<file path="config.mk">
export PLATFORM = sky130hd
export DESIGN_NAME = lpwc_top
export DESIGN_NICKNAME = d
export VERILOG_FILES = /design/src/inc/lpwc_pkg.sv /design/src/hw/lpwc_top.sv
export SDC_FILE = /design/constraint.sdc
export NUM_CORES = 1
export LEC_CHECK = 0
export ABC_AREA = 1
export ABC_CLOCK_PERIOD_IN_PS = 2400
export BUFFER_PORTS_ARGS = -buffer_cell sky130_fd_sc_hd__buf_2
export CORE_MARGIN = 4
export CORE_UTILIZATION = 52
export DETAILED_ROUTE_END_ITERATION = 8
export PLACE_DENSITY = 0.82
export SETUP_SLACK_MARGIN = 0.4
export SLEW_MARGIN = 20
export SYNTH_ARGS = -nofsm -noshare
export SYNTH_HDL_FRONTEND = slang
export SYNTH_SLANG_ARGS = --single-unit
</file>
<file path="constraint.sdc">
create_clock -name MCLK -period 2.4 [get_ports MCLK]
set_input_delay 0.48 -clock MCLK [delete_from_list [all_inputs] [get_ports MCLK]]
set_output_delay 0.48 -clock MCLK [all_outputs]
set_load 0.03 [all_outputs]
</file>
<file path="src/inc/lpwc_pkg.sv">
// lpwc_pkg: constants, register map and state type of the low-power mode / wake-up controller.
// assumes a 50 MHz master clock and a plain strobe-based register port.
package lpwc_pkg;
   // register port
   localparam int ADDR_W = 5;
   localparam int DATA_W = 32;
   localparam logic [4:0] OFS_MODE = 5'h00;
   localparam logic [4:0] OFS_WAKE_EN = 5'h04;
   localparam logic [4:0] OFS_DOMAIN = 5'h08;
   localparam logic [4:0] OFS_CLK = 5'h0C;
   localparam logic [4:0] OFS_STATUS = 5'h10;
   localparam logic [4:0] OFS_IRQ_STAT = 5'h14;
   localparam logic [4:0] OFS_IRQ_MASK = 5'h18;
   // wake source layout: pins 0..15, then rtc, rtt, usb, force pin, supply monitor
   localparam int N_PINS = 16;
   localparam int N_FAST = 19;
   localparam int N_WAKE = 21;
   localparam int WAKE_RTC_BIT = 16;
   localparam int WAKE_RTT_BIT = 17;
   localparam int WAKE_USB_BIT = 18;
   localparam int WAKE_FORCE_BIT = 19;
   localparam int WAKE_SM_BIT = 20;
   // field positions
   localparam int MODE_LPS_BIT = 0;
   localparam int MODE_DEEP_BIT = 1;
   localparam int DOM_PERIPH_BIT = 0;
   localparam int CLK_SRC_BIT = 0;
   localparam int CLK_FREQ_LSB = 1;
   localparam int IRQ_SLEEP_BIT = 0;
   localparam int IRQ_WAIT_BIT = 1;
   localparam int IRQ_BACKUP_BIT = 2;
   localparam int STAT_CORE_BIT = 4;
   localparam int STAT_PERIPH_BIT = 5;
   localparam int STAT_RC_BIT = 6;
   localparam int STAT_REG_BIT = 7;
   // reset values
   localparam logic [1:0] MODE_RST = 2'h0;
   localparam logic [20:0] WAKE_EN_RST = 21'h0;
   localparam logic [0:0] DOMAIN_RST = 1'h1;
   localparam logic [1:0] RC_FREQ_4MHZ = 2'h0;
   localparam logic [0:0] SRC_FAST_RC = 1'h0;
   localparam logic [2:0] IRQ_RST = 3'h0;
   // timing
   localparam int MCLK_KHZ = 50000;
   localparam int RC_START_NS = 5000;
   localparam int RC_START_CYC = (RC_START_NS * MCLK_KHZ + 999999) / 1000000;
   localparam int REG_START_US = 400;
   localparam int REG_START_CYC = (REG_START_US * MCLK_KHZ) / 1000;
   localparam int CORE_RST_NS = 100;
   localparam int CORE_RST_CYC = (CORE_RST_NS * MCLK_KHZ + 999999) / 1000000;
   localparam int CNT_W = 15;

   typedef enum logic [2:0] {
      ST_ACTIVE, ST_SLEEP_IRQ, ST_SLEEP_EVT, ST_WAIT, ST_RC_START, ST_BACKUP,
      ST_REG_START, ST_CORE_RST
   } lpwc_state_t;
endpackage : lpwc_pkg

</file>
<file path="src/hw/lpwc_top.sv">
// lpwc_top: low-power mode selection, wake-up detection and restart sequencing.
// assumes wait instructions arrive as one-cycle pulses and all inputs are synchronous to MCLK.
//
// The register offsets and the address-and-strobe port are this design's own decisions.
`timescale 1ns/10ps
module lpwc_top
   import lpwc_pkg::*;
#(
   parameter int REG_START_CYCLES = REG_START_CYC,
   parameter int RC_START_CYCLES = RC_START_CYC,
   parameter int CORE_RST_CYCLES = CORE_RST_CYC
) (
   // clock and reset
   input wire logic MCLK,
   input wire logic RST,
   // register port
   input wire logic [lpwc_pkg::ADDR_W-1:0] ADDR,
   input wire logic [lpwc_pkg::DATA_W-1:0] WDATA,
   input wire logic WR,
   input wire logic RD,
   output logic [lpwc_pkg::DATA_W-1:0] RDATA,
   // processor core
   input wire logic WAIT_FOR_IRQ_INSN,
   input wire logic WAIT_FOR_EVENT_INSN,
   input wire logic CORE_IRQ,
   input wire logic CORE_EVENT,
   // wake sources, low active except the supply monitor alarm
   input wire logic [lpwc_pkg::N_PINS-1:0] WAKE_INPUT_PINS_N,
   input wire logic RTC_ALARM_N,
   input wire logic REAL_TIME_TICKER_ALARM_N,
   input wire logic USB_WAKE_N,
   input wire logic FORCE_WAKE_PIN_N,
   input wire logic SM_ALARM,
   // power manager and supply controller
   output logic FAST_STARTUP,
   output logic CORE_CLK_EN,
   output logic PERIPH_CLK_EN,
   output logic FAST_RC_EN,
   output logic MASTER_CLK_SRC,
   output logic [1:0] FAST_RC_FREQ,
   output logic REGULATOR_ON_CTRL,
   output logic CORE_RESET,
   // interrupt
   output logic IRQ
);
   import lpwc_pkg::*;

   if (REG_START_CYCLES < 1 || REG_START_CYCLES >= (1 << CNT_W)) begin : g_chk_reg
      $error("REG_START_CYCLES out of range");
   end
   if (RC_START_CYCLES < 1 || RC_START_CYCLES > 1000) begin : g_chk_rc
      $error("RC_START_CYCLES out of range");
   end
   if (CORE_RST_CYCLES < 1 || CORE_RST_CYCLES > 1000) begin : g_chk_rst
      $error("CORE_RST_CYCLES out of range");
   end

   lpwc_state_t state_q, state_d;
   logic [1:0] mode_q;
   logic [N_WAKE-1:0] wake_en_q;
   logic [0:0] domain_q;
   logic [0:0] clk_src_q;
   logic [1:0] rc_freq_q;
   logic [2:0] irq_stat_q, irq_mask_q, irq_set;
   logic [CNT_W-1:0] cnt_q;
   logic [N_WAKE-1:0] wake_lvl;
   logic fast_any, backup_any, cnt_done, rd_stat;

   function automatic logic [CNT_W-1:0] cyc(input int n);
      cyc = CNT_W'(n - 1);
   endfunction : cyc

   // active-high view of every wake source
   assign wake_lvl = {SM_ALARM, ~FORCE_WAKE_PIN_N, ~USB_WAKE_N, ~REAL_TIME_TICKER_ALARM_N,
      ~RTC_ALARM_N, ~WAKE_INPUT_PINS_N};
   // only the 19 fast inputs count here; backup wake uses pins, force, alarms and supply
   assign fast_any = |(wake_lvl[N_FAST-1:0] & wake_en_q[N_FAST-1:0]);
   assign backup_any = |(wake_lvl & wake_en_q & ~(N_WAKE'(1) << WAKE_USB_BIT));
   assign cnt_done = (cnt_q == '0);

   // pure gates from the pins: the request must rise while no clock runs in wait
   assign FAST_STARTUP = (state_q == ST_WAIT) && fast_any;

   always_comb begin
      state_d = state_q;
      case (state_q)
         ST_ACTIVE: begin
            if (WAIT_FOR_IRQ_INSN && !mode_q[MODE_LPS_BIT]) begin
               state_d = ST_SLEEP_IRQ;
            end else if (WAIT_FOR_EVENT_INSN) begin
               if (mode_q[MODE_DEEP_BIT]) begin
                  state_d = ST_BACKUP;
               end else if (mode_q[MODE_LPS_BIT]) begin
                  state_d = ST_WAIT;
               end else begin
                  state_d = ST_SLEEP_EVT;
               end
            end
         end
         ST_SLEEP_IRQ: begin
            if (CORE_IRQ) begin
               state_d = ST_ACTIVE;
            end
         end
         ST_SLEEP_EVT: begin
            if (CORE_IRQ || CORE_EVENT || fast_any) begin
               state_d = ST_ACTIVE;
            end
         end
         ST_WAIT: begin
            if (FAST_STARTUP) begin
               state_d = ST_RC_START;
            end
         end
         ST_RC_START: begin
            if (cnt_done) begin
               state_d = ST_ACTIVE;
            end
         end
         ST_BACKUP: begin
            if (backup_any) begin
               state_d = ST_REG_START;
            end
         end
         ST_REG_START: begin
            if (cnt_done) begin
               state_d = ST_CORE_RST;
            end
         end
         ST_CORE_RST: begin
            if (cnt_done) begin
               state_d = ST_ACTIVE;
            end
         end
         default: state_d = ST_ACTIVE;
      endcase
   end

   always_ff @(posedge MCLK) begin
      if (RST) begin
         state_q <= ST_ACTIVE;
      end else begin
         state_q <= state_d;
      end
   end

   // one counter serves the three timed phases; loaded on entry
   always_ff @(posedge MCLK) begin
      if (RST) begin
         cnt_q <= '0;
      end else if (state_q != state_d) begin
         case (state_d)
            ST_RC_START: cnt_q <= cyc(RC_START_CYCLES);
            ST_REG_START: cnt_q <= cyc(REG_START_CYCLES);
            ST_CORE_RST: cnt_q <= cyc(CORE_RST_CYCLES);
            default: cnt_q <= '0;
         endcase
      end else if (!cnt_done) begin
         cnt_q <= cnt_q - CNT_W'(1);
      end
   end

   // clock and supply outputs registered from the next state
   always_ff @(posedge MCLK) begin
      if (RST) begin
         CORE_CLK_EN <= 1'b1;
         PERIPH_CLK_EN <= 1'b1;
         FAST_RC_EN <= 1'b1;
         REGULATOR_ON_CTRL <= 1'b1;
         CORE_RESET <= 1'b0;
      end else begin
         CORE_CLK_EN <= (state_d == ST_ACTIVE);
         PERIPH_CLK_EN <= (state_d == ST_ACTIVE) || (domain_q[DOM_PERIPH_BIT] &&
            (state_d == ST_SLEEP_IRQ || state_d == ST_SLEEP_EVT));
         FAST_RC_EN <= !(state_d == ST_WAIT || state_d == ST_BACKUP);
         REGULATOR_ON_CTRL <= (state_d != ST_BACKUP);
         CORE_RESET <= (state_d == ST_CORE_RST);
      end
   end

   // master clock falls back to the fast RC at 4 MHz on every restart; no PLL here
   always_ff @(posedge MCLK) begin
      if (RST) begin
         clk_src_q <= SRC_FAST_RC;
         rc_freq_q <= RC_FREQ_4MHZ;
      end else if (state_d == ST_RC_START || state_d == ST_CORE_RST) begin
         clk_src_q <= SRC_FAST_RC;
         rc_freq_q <= RC_FREQ_4MHZ;
      end else if (WR && ADDR == OFS_CLK) begin
         clk_src_q <= WDATA[CLK_SRC_BIT];
         rc_freq_q <= WDATA[CLK_FREQ_LSB +: 2];
      end
   end
   assign MASTER_CLK_SRC = clk_src_q;
   assign FAST_RC_FREQ = rc_freq_q;

   // control registers
   always_ff @(posedge MCLK) begin
      if (RST) begin
         mode_q <= MODE_RST;
         wake_en_q <= WAKE_EN_RST;
         domain_q <= DOMAIN_RST;
         irq_mask_q <= IRQ_RST;
      end else if (WR) begin
         case (ADDR)
            OFS_MODE: mode_q <= WDATA[1:0];
            OFS_WAKE_EN: wake_en_q <= WDATA[N_WAKE-1:0];
            OFS_DOMAIN: domain_q <= WDATA[0:0];
            OFS_IRQ_MASK: irq_mask_q <= WDATA[2:0];
            default: ;
         endcase
      end
   end

   // wake events: sticky, cleared by reading, a new event wins over the clear
   assign irq_set = {state_q == ST_CORE_RST && state_d == ST_ACTIVE,
      state_q == ST_RC_START && state_d == ST_ACTIVE,
      (state_q == ST_SLEEP_IRQ || state_q == ST_SLEEP_EVT) && state_d == ST_ACTIVE};
   assign rd_stat = RD && (ADDR == OFS_IRQ_STAT);
   always_ff @(posedge MCLK) begin
      if (RST) begin
         irq_stat_q <= IRQ_RST;
      end else begin
         irq_stat_q <= (rd_stat ? 3'h0 : irq_stat_q) | irq_set;
      end
   end
   assign IRQ = |(irq_stat_q & irq_mask_q);

   // read data valid only in the cycle after the strobe; unmapped reads give zero
   always_ff @(posedge MCLK) begin
      if (RST) begin
         RDATA <= '0;
      end else if (RD) begin
         case (ADDR)
            OFS_MODE: RDATA <= DATA_W'(mode_q);
            OFS_WAKE_EN: RDATA <= DATA_W'(wake_en_q);
            OFS_DOMAIN: RDATA <= DATA_W'(domain_q);
            OFS_CLK: RDATA <= DATA_W'({rc_freq_q, clk_src_q});
            OFS_STATUS: RDATA <= DATA_W'({REGULATOR_ON_CTRL, FAST_RC_EN, PERIPH_CLK_EN,
               CORE_CLK_EN, 1'b0, state_q});
            OFS_IRQ_STAT: RDATA <= DATA_W'(irq_stat_q);
            OFS_IRQ_MASK: RDATA <= DATA_W'(irq_mask_q);
            default: RDATA <= '0;
         endcase
      end else begin
         RDATA <= '0;
      end
   end

   AST_SLEEP_PERIPH: assert property (@(posedge MCLK) disable iff (RST)
      (state_q == ST_ACTIVE && WAIT_FOR_IRQ_INSN && !mode_q[MODE_LPS_BIT])
      |=> (!CORE_CLK_EN && PERIPH_CLK_EN == domain_q[DOM_PERIPH_BIT]))
      else $error("sleep entry clock gating wrong");
   AST_SLEEP_ENTRY: assert property (@(posedge MCLK) disable iff (RST)
      (state_q == ST_ACTIVE && WAIT_FOR_EVENT_INSN && mode_q == 2'h0 && !WAIT_FOR_IRQ_INSN)
      |=> (state_q == ST_SLEEP_EVT && REGULATOR_ON_CTRL))
      else $error("event-wait with select 0 did not sleep");
   AST_EVT_RESUME: assert property (@(posedge MCLK) disable iff (RST)
      (state_q == ST_SLEEP_EVT && CORE_EVENT) |=> (CORE_CLK_EN && !CORE_RESET))
      else $error("event did not resume core");
   AST_IRQ_ONLY: assert property (@(posedge MCLK) disable iff (RST)
      (state_q == ST_SLEEP_IRQ && !CORE_IRQ) |=> !CORE_CLK_EN)
      else $error("irq-wait sleep woke without interrupt");
   AST_WAKE_ENABLE: assert property (@(posedge MCLK) disable iff (RST)
      (state_q == ST_BACKUP && !(|(wake_lvl & wake_en_q))) |=> state_q == ST_BACKUP)
      else $error("backup left without enabled source");
   AST_BACKUP_SUPPLY: assert property (@(posedge MCLK) disable iff (RST)
      (state_q == ST_BACKUP && backup_any) |=> (REGULATOR_ON_CTRL ##1 REGULATOR_ON_CTRL))
      else $error("backup wake did not restore supply");
   AST_FAST_PIN: assert property (@(posedge MCLK) disable iff (RST)
      (state_q == ST_WAIT && !WAKE_INPUT_PINS_N[0] && wake_en_q[0]) |-> FAST_STARTUP)
      else $error("enabled low wake pin gave no fast startup");
   AST_FAST_ONLY_WAIT: assert property (@(posedge MCLK) disable iff (RST)
      FAST_STARTUP |-> (!CORE_CLK_EN && !FAST_RC_EN))
      else $error("fast startup outside wait");
   AST_FAST_RESTART: assert property (@(posedge MCLK) disable iff (RST)
      (state_q == ST_WAIT && FAST_STARTUP) |=> FAST_RC_EN ##[1:1000]
      (CORE_CLK_EN && FAST_RC_FREQ == 2'h0))
      else $error("fast startup did not restore clock");
   AST_RC_AFTER_WAKE: assert property (@(posedge MCLK) disable iff (RST)
      ($rose(CORE_CLK_EN) && $past(state_q) != ST_SLEEP_IRQ && $past(state_q) != ST_SLEEP_EVT)
      |-> MASTER_CLK_SRC == 1'b0)
      else $error("wake not on fast RC");
   AST_WAIT_ENTRY: assert property (@(posedge MCLK) disable iff (RST)
      (state_q == ST_ACTIVE && WAIT_FOR_EVENT_INSN && mode_q == 2'h1 && !WAIT_FOR_IRQ_INSN)
      |=> (!PERIPH_CLK_EN && !CORE_CLK_EN && REGULATOR_ON_CTRL))
      else $error("wait entry wrong");
   AST_BACKUP_RESET: assert property (@(posedge MCLK) disable iff (RST)
      $fell(CORE_RESET) |-> (CORE_CLK_EN && $past(REGULATOR_ON_CTRL, 2)))
      else $error("backup restart not through reset");
   AST_REG_OFF: assert property (@(posedge MCLK) disable iff (RST)
      (state_q == ST_ACTIVE && WAIT_FOR_EVENT_INSN && mode_q[MODE_DEEP_BIT] &&
      !(WAIT_FOR_IRQ_INSN && !mode_q[MODE_LPS_BIT])) |=> !REGULATOR_ON_CTRL)
      else $error("regulator left on in backup");
endmodule : lpwc_top

</file>
==> results.md, run 1 <==
* MaxCap Viol Count at 0
* Async SR Flop Fraction at 0
* Placeable core area at 6790 sq um
* Tcrit/Tclk final at 0.947
* Switching power share of the total at 0.431
* Synth Area per Inst at 7.07 sq um
* Total number of vias at 3907
* Row cnt at 30
* Critical Path Sink Type: flip-flop
* First-pass GRT wire length at 16300 um
* GRT Residual Overflow at 0
* Wire length per cell at 14.6 um
* # IOs at 108
* Lkg Pwr at 0.00226 uW
* Syn. warnings at 0
* Post-layout min period at 2.27 ns
* Comb pwr share at 0.561
* Post-layout util at 0.722
* Final antenna diode count at 0
* CP endpoint: cnt_q[1]$_SDFFE_PP0P_
* Clk sink count at 77
* Switching power at 2720 uW
* Post-Syn Instances at 516
* Min Hold Slack at 0.390 ns
* Final wirelength at 10800 um
* Post-CTS Hold Buffers at 0
* RSZ-0062 raised after global routing: true
* Internal Power at 3580 uW
* Setup TNS at 0 ns
* Most numerous cell in the Yosys netlist: nand2_1
* Relative slew margins at 0.659
* Final hold vios at 0
* Die area at 8420 sq um
* Crit start category: flip-flop
* Top_reg_cell synth: dfxtp_1
* Largest net degree at the start of global routing at 38
* Die X-Extent at 91.7 um
* Fraction of layout cells with a size suffix above 1 at 0.342
* Buffers added on ports at 85
* Clock Tree Buf Depth at 2
* Worst clock skew at 0.0124 ns
* Pwr/cell area at 1280 nW/um^2
* Final setup vio count at 0
* TritonCTS Buffers at 9
* Number of global-route vias before repair at 3581
* Initial Util at 0.537
* Clock transition at path regs at 0.08 ns
* Maximum clock frequency at 440 MHz
* Critical path class: flip-flop to flip-flop
* Initial antenna violation count at 0
* Tot Pwr at 6300 uW
* Reg2Reg Launch Point: cnt_q[1]$_SDFFE_PP0P_
* Iteration-0 DRC Markers at 372
* Antenna viol nets, final at 0
* Layout area overhead at 34.6%
* Max VDD drop at 0.942 mV
* Depth of the most critical reg-to-reg path at 16
* Net count, final at 703
* Overall fraction of global-route tracks in use at 0.238
* Worst Path Required at 2.64 ns
* Crit Reg-Reg Endpoint: cnt_q[1]$_SDFFE_PP0P_
* Status: finished clean
* RePlAce Congestion at 0.919
* Post-DP HPWL at 7090 um
* Register bit total from synthesis at 77
* Crit path DAT at 2.52 ns
* Flop2flop setup slack at 0.13 ns
* Chip height at 91.7 um
* Mean number of vias per cell at 5.30
* H-tree depth at 3
* Clk network pwr share at 0.191
* Syn Std Cell Area at 3650 sq um
* Distinct cells, synth at 41
* Final Max Slew Viols at 0
* Worst skew pair latency at 0.36 ns
* TritonRoute pass-1 iters at 6
* Register area share after synthesis at 0.423
* Synth top area share at 0.423
* Pin slew with the least headroom to its limit at 0.509 ns
* Max FO, Critical Path at 5
* DRC at 0
* HP Class: input pin to flip-flop
* CTS tree: yes
* Worst setup path start: cnt_q[1]$_SDFFE_PP0P_
* Post-synth top cells: nand2_1, dfxtp_1, inv_1
* EDFF count, synth at 0
* Sequential Power Share at 0.248
* Root Driver: clkbuf_8
* Post-route setup slack at 0.128 ns
* Placement Setup Slack at 0.0399 ns
* Cell taking the most area after synthesis: dfxtp_1
* Synth top area cells: dfxtp_1, nand2_1, inv_1
worst min-delay path by stage:
| stage | start | end | slack [ns] | cells after the start |
|---|---|---|---|---|
| 3_3_place_gp | wake_en_q[13]$_SDFFE_PP0P_ | RDATA[13]$_SDFF_PP0_ | 0.45 | 2 |
| 2_1_floorplan | wake_en_q[10]$_SDFFE_PP0P_ | RDATA[10]$_SDFF_PP0_ | 0.44 | 2 |
| 5_1_grt | WDATA[1] | mode_q[1]$_SDFFE_PP0P_ | 0.40 | 3 |
| 3_5_place_dp | wake_en_q[9]$_SDFFE_PP0P_ | RDATA[9]$_SDFF_PP0_ | 0.45 | 2 |
| 4_1_cts | WDATA[1] | mode_q[1]$_SDFFE_PP0P_ | 0.38 | 3 |
| 6_report | WDATA[1] | mode_q[1]$_SDFFE_PP0P_ | 0.39 | 3 |
flip-flops by register name, summed over array words and instances (netlist names):
signal and flops:
CORE_CLK_EN 1, CORE_RESET 1, FAST_RC_EN 1, FAST_RC_FREQ 2
MASTER_CLK_SRC 1, PERIPH_CLK_EN 1, RDATA 21, REGULATOR_ON_CTRL 1
cnt_q 15, domain_q 1, irq_mask_q 3, irq_stat_q 3
mode_q 2, state_q 3, wake_en_q 21
stage by stage:
| stage | cell area [sq um] | instances |
|---|---|---|
| 5_1_grt | 4910 | 737 |
| 6_report | 4910 | 737 |
| 3_3_place_gp | 4220 | 697 |
| 4_1_cts | 4710 | 728 |
| 3_5_place_dp | 4220 | 697 |
| 2_1_floorplan | 3700 | 526 |
worst max-delay path, stage by stage, from the launching register on:
cell and delay, ns:
dfxtp_2 0.33, inv_2 0.08, ha_4 0.16, nand2_4 0.06
nor2_4 0.16, nand3_4 0.14, a21oi_1 0.25, nand2_2 0.13
o21ai_4 0.18, nand2_4 0.10, buf_6 0.14, nand2_1 0.04
nor2_1 0.05, nand3_1 0.08, nand2_1 0.06, nor2_2 0.14
nor2_2 0.06
cell type report:
type	instances	area (sq um)
inverters	70	267
multi-input cells	352	1950
clock buffers	9	124
flip-flops and latches	77	1550
well taps	96	120
repair buffers	126	781
fillers	516	1890
clock inverters	7	120
logic make-up after synthesis:
| group | count (synthesis) | share of synthesized area |
|---|---|---|
| simple gates | 235 | 0.289 |
| buf+inv | 97 | 0.115 |
| compound gates | 94 | 0.142 |
| flops | 77 | 0.423 |
| xor+xnor | 11 | 0.0264 |
| fa+ha+maj | 1 | 0.00343 |
| other cells | 1 | 0.00103 |
power groups by stage:
stage / clock network, uW / logic (uW) / registers [uW]
after CTS: 1210 / 2810 / 1550
final: 1200 / 3540 / 1560
after global placement: 0 / 2290 / 1560
after floorplan: 0 / 1740 / 1580
after detailed placement: 0 / 2340 / 1560
after global routing: 1270 / 3770 / 1580
routing by layer:
metal  up-vias  global-route usage  part of all wire  routed length, um
li1       1886                   -                 -                  -
met1      1796               0.295              0.42               4530
met2       186               0.397              0.48               5230
met3        39              0.0451             0.065                705
met4         0               0.115             0.029                317
met5         -                   0                 0                  0
cell usage in the layout, fill, tap and decap left out, types with 4 or more instances in the layout:
master,count
nand4_1,6
nor2_4,8
buf_2,84
nand2_2,17
buf_6,12
nand3_1,28
o21ai_0,27
o21ai_2,4
xor2_1,8
inv_1,59
dfxtp_1,69
o22ai_1,7
nor2_1,40
conb_1,11
nor3_1,19
inv_2,8
nand2_1,92
clkbuf_8,9
a21oi_1,40
nor2_2,7
buf_4,30
dfxtp_2,8
nand2_4,5
what timing repair did:
item                                   in CTS  in global routing
pin swaps                                  19                 19
gates resized for setup                    44                 37
setup endpoints to repair                  24                 26
buffers inserted                           15                  9
endpoints found under the hold margin       0                  0
Note: power is estimated with default switching activity, not from simulation.
==> inputs of run 2 (changes only) <==
Settings changed: CORE_UTILIZATION 52 to 53, CTS_BUF_LIST set to sky130_fd_sc_hd__clkbuf_8, PLACE_DENSITY 0.82 to 0.84.
==> run 2 against run 1 <==
First-iteration DRC count fell by 22%. Via count fell by 2.9%. Die area fell by 1.7%. Flip-flop and latch count did not move. Fmax rose by 1.8%. Register-to-register slack improved by 0.04 ns. Cell area fell by 1.0%. Clock skew rose by 0.0011 ns. Global-route usage rose by 0.44 points. Critical path depth fell by 2.
==> results.md, run 2 (synthesis results as in run 1) <==
* Overall fraction of global-route tracks in use at 0.243
* HP Class: input pin to flip-flop
* Initial Util at 0.558
* GRT Residual Overflow at 0
* Post-layout min period at 2.23 ns
* Row cnt at 29
* Biggest regs: RDATA: 21 flops, wake_en_q: 21 flops, cnt_q: 15 flops
* Chip height at 90.9 um
* Final wirelength at 10800 um
* Tot Pwr at 6110 uW
* Critical-path top delay cell: dfxtp_2
* TritonRoute pass-1 iters at 5
* Final Max Slew Viols at 0
* Mean number of vias per cell at 5.34
* Layout area overhead at 33.3%
* Pin slew with the least headroom to its limit at 0.574 ns
* Worst skew pair latency at 0.36 ns
* Tcrit/Tclk final at 0.930
* Final antenna diode count at 0
* RePlAce Congestion at 0.965
* Final hold vios at 0
* Status: finished clean
* Max FO, Critical Path at 7
* Worst Path Required at 2.70 ns
* DRC at 0
* Most common cell after layout, fill and taps aside: nand2_1
* Clk sink count at 77
* Iteration-0 DRC Markers at 289
* Antenna viol nets, final at 0
* Clock Tree Buf Depth at 2
* Fraction of layout cells with a size suffix above 1 at 0.356
* Maximum clock frequency at 448 MHz
* # IOs at 108
* Crit-path max cell delay at 0.39 ns
* Number of global-route vias before repair at 3610
* Crit start category: flip-flop
* Die X-Extent at 90.9 um
* Root Driver: clkbuf_8
* Most frequent cells in the layout: nand2_1, buf_2, dfxtp_1
* Crit-path cells: inv_2 > nand3_1 > nor3_1 > nand3_1 > nand2_2 > o21ai_4 > nand2_2 > nand3_2 > nor2_4 > buf_6 > nand2_2 > nand2_1 > nand2_1 > nor2_1
* Placeable core area at 6530 sq um
* Pwr/cell area at 1260 nW/um^2
* Max VDD drop at 1.09 mV
* Critical path's most frequent cell: nand2_2
* RSZ-0062 raised after global routing: true
* Post-DP HPWL at 7180 um
* H-tree depth at 3
* Largest net degree at the start of global routing at 23
* Clock transition at path regs at 0.09 ns
* MaxCap Viol Count at 0
* Total number of vias at 3794
* Final setup vio count at 0
* First-pass GRT wire length at 16500 um
* Setup TNS at 0 ns
* Initial antenna violation count at 0
* Wire length per cell at 15.2 um
* Critical path class: flip-flop to flip-flop
* Buffers added on ports at 85
* Post-layout util at 0.744
* CTS tree: yes
* Post-CTS Hold Buffers at 0
* Net count, final at 696
* Critical Path Sink Type: flip-flop
* Flop2flop setup slack at 0.17 ns
* Crit path DAT at 2.53 ns
* Lkg Pwr at 0.00221 uW
* Die area at 8270 sq um
* Worst clock skew at 0.0135 ns
* Relative slew margins at 0.608
* TritonCTS Buffers at 9
[run 2: report_power, final]
group	leakage (uW)	internal [uW]	switching [uW]
logic	0.00148	1460	2100
registers	0.000628	1430	148
clock network	0.0000964	475	502
total	0.00221	3360	2750
[run 2: layout make-up]
type                       count  area, sq um
fill                         497         1670
multi-input combinational    352         2020
inverter                      70          270
clock inverter                 7         67.6
clock buffer                   9          124
sequential                    77         1560
timing repair buffer         119          728
tap                           77         96.3
[run 2: timing repair]
item	in CTS	in global routing
setup buffers	9	4
setup endpoints to repair	24	27
pin swaps	11	26
resized for setup	33	68
[run 2: worst paths after layout]
kind | from | endpoint | cells past startpoint
setup reg to reg | state_q[0]$_SDFF_PP0_ | cnt_q[9]$_SDFFE_PP0P_ | 14
hold reg to reg | wake_en_q[14]$_SDFFE_PP0P_ | RDATA[14]$_SDFF_PP0_ | 2
hold / removal | WDATA[6] | wake_en_q[6]$_SDFFE_PP0P_ | 3
setup / recovery | state_q[0]$_SDFF_PP0_ | cnt_q[9]$_SDFFE_PP0P_ | 14
[run 2: layer usage]
metal | up-vias | track usage | part of all wire
met5 | - | 0 | 0
met4 | 0 | 0.0917 | 0.020
met3 | 22 | 0.0496 | 0.064
met2 | 152 | 0.408 | 0.49
met1 | 1743 | 0.307 | 0.43
li1 | 1877 | - | -
[run 2: per-stage QoR]
step	worst slack [ns]	cells	hold WS, ns	area (sq um)
final	0.168	711	0.393	4860
after global routing	0.00516	711	0.411	4860
after CTS	0.326	707	0.390	4590
after detailed placement	0.0432	682	0.454	4220
after global placement	0.0966	682	0.445	4220
after floorplan	0.401	526	0.439	3700
[run 2: critical path, delay by kind of cell (launching register included)]
family	cells	cell delay, ns
AND/OR/NAND/NOR	11	1.38
flip-flops	1	0.39
buffers and inverters	2	0.34
AO/OA/AOI/OAI	1	0.07
==> inputs of run 3 (changes only) <==
Settings changed: CORE_UTILIZATION 53 to 52, CTS_BUF_LIST sky130_fd_sc_hd__clkbuf_8 to sky130_fd_sc_hd__clkbuf_16, PLACE_DENSITY 0.84 to 0.82.
==> run 3 against run 2 <==
Clock-buffer cell count did not move. Global-route usage fell by 0.71 points. First-iteration DRC count rose by 24%. Fmax rose by 3.2%.
==> results.md, run 3 (synthesis results as in run 1) <==
* Status: finished clean
* HP Class: input pin to flip-flop
* TritonCTS Buffers at 9
* Layout area overhead at 38.3%
* Worst skew pair latency at 0.33 ns
* CTS tree: yes
* Clock Tree Buf Depth at 2
* FILL cells at 478
* Final Max Slew Viols at 0
* Row cnt at 30
* TritonRoute pass-1 iters at 5
* Largest net degree at the start of global routing at 38
* Final wirelength at 11200 um
* Total number of vias at 3966
* Max VDD drop at 0.945 mV
* Fraction of layout cells with a size suffix above 1 at 0.358
* Lkg Pwr at 0.00232 uW
* Mean number of vias per cell at 5.39
* Number of global-route vias before repair at 3599
* Placed instance area at 4220 sq um
* First-pass GRT wire length at 16100 um
* Worst Path Required at 2.62 ns
* Switching power at 2690 uW
* Die X-Extent at 91.7 um
* # IOs at 108
* Critical path class: flip-flop to flip-flop
* MaxCap Viol Count at 0
* Buffers added on ports at 85
* GRT Residual Overflow at 0
* Pwr/cell area at 1290 nW/um^2
* Final setup vio count at 0
* Clk network pwr share at 0.242
* Die area at 8420 sq um
* RSZ-0062 raised after global routing: true
* Setup TNS at 0 ns
* Maximum clock frequency at 462 MHz
* Clk sink count at 77
* Chip height at 91.7 um
* Tot Pwr at 6510 uW
* Min Hold Slack at 0.419 ns
* Root Driver: clkbuf_16
* Most frequent cells in the layout: nand2_1, buf_2, dfxtp_1
* Crit path DAT at 2.39 ns
* Wire length per cell at 15.2 um
* Clock transition at path regs at 0.06 ns
* Final hold vios at 0
* Comb pwr share at 0.517
* Initial Util at 0.537
* Max FO, Critical Path at 6
* Switching power share of the total at 0.413
* Most common cell after layout, fill and taps aside: nand2_1
* Post-DP HPWL at 7090 um
* Internal Power at 3820 uW
* Antenna viol nets, final at 0
* Net count, final at 702
* H-tree depth at 3
* Worst clock skew at 0.00868 ns
* Crit start category: flip-flop
* Multi-input gate area at 1990 sq um
* Critical Path Sink Type: flip-flop
* Initial antenna violation count at 0
* DRC at 0
* Cell Count, Final, Fillers Out at 736
* Placeable core area at 6790 sq um
* Tcrit/Tclk final at 0.901
* Post-layout min period at 2.16 ns
* Final antenna diode count at 0
* Biggest regs: RDATA: 21 flops, wake_en_q: 21 flops, cnt_q: 15 flops
* Overall fraction of global-route tracks in use at 0.236
* Iteration-0 DRC Markers at 357
* Sequential Power Share at 0.241
* RePlAce Congestion at 0.919
* Register area at 1560 sq um
* Design Area, Final at 5040 sq um
* Placed Cells at 697
[run 3: what timing repair did]
item	4_1_cts	5_1_grt
hold buffers	0	0
buffers inserted	11	12
setup endpoints to repair	24	26
endpoints found under the hold margin	0	0
gates resized for setup	33	61
pin swaps	10	26
gates cloned	0	0
[run 3: cell type report]
class                      count  area share
sequential                    77       0.309
clock buffer                   9      0.0447
tap                           96      0.0238
multi-input combinational    352       0.395
clock inverter                 7      0.0238
inverter                      70      0.0536
timing repair buffer         125       0.150
[run 3: power groups by stage]
stage          Sequential, uW  Clock [uW]  Combinational, uW
2_1_floorplan            1580           0               1740
3_3_place_gp             1560           0               2290
3_5_place_dp             1560           0               2340
4_1_cts                  1550        1570               2640
5_1_grt                  1580        1640               3590
6_report                 1570        1570               3370
[run 3: critical path: stages, from the launching register on]
cell and delay, ns:
dfxtp_1 0.33, or2_4 0.27, nor2_4 0.13, nand3_4 0.12, nand2_2 0.10, nand2_2 0.06
nor2_2 0.12, nand3_2 0.15, nand2_4 0.13, nand2_2 0.06, nand2_2 0.08, nand4_4 0.16
o21ai_2 0.16, buf_6 0.13, nor2_1 0.05
[run 3: per-layer routing]
| layer | GRT usage | up-vias | share of wire |
|---|---|---|---|
| li1 | - | 1892 | - |
| met1 | 0.291 | 1813 | 0.39 |
| met2 | 0.391 | 220 | 0.50 |
| met3 | 0.0435 | 41 | 0.075 |
| met4 | 0.120 | 0 | 0.031 |
| met5 | 0 | - | 0 |
[run 3: final timing paths]
check / startpoint / end / slack [ns] / cells past startpoint
setup / recovery: cnt_q[12]$_SDFFE_PP0P_ / cnt_q[6]$_SDFFE_PP0P_ / 0.24 / 14
hold / removal: WDATA[1] / mode_q[1]$_SDFFE_PP0P_ / 0.42 / 3
setup reg to reg: cnt_q[12]$_SDFFE_PP0P_ / cnt_q[6]$_SDFFE_PP0P_ / 0.24 / 14
hold reg to reg: wake_en_q[10]$_SDFFE_PP0P_ / RDATA[10]$_SDFF_PP0_ / 0.46 / 2
[run 3: through the flow]
| step | utilization | setup WS, ns |
|---|---|---|
| after detailed placement | 0.620 | 0.0399 |
| after floorplan | - | 0.401 |
| after global placement | 0.620 | 0.150 |
| after CTS | 0.698 | 0.346 |
| final | 0.742 | 0.238 |
| after global routing | 0.742 | 0.159 |
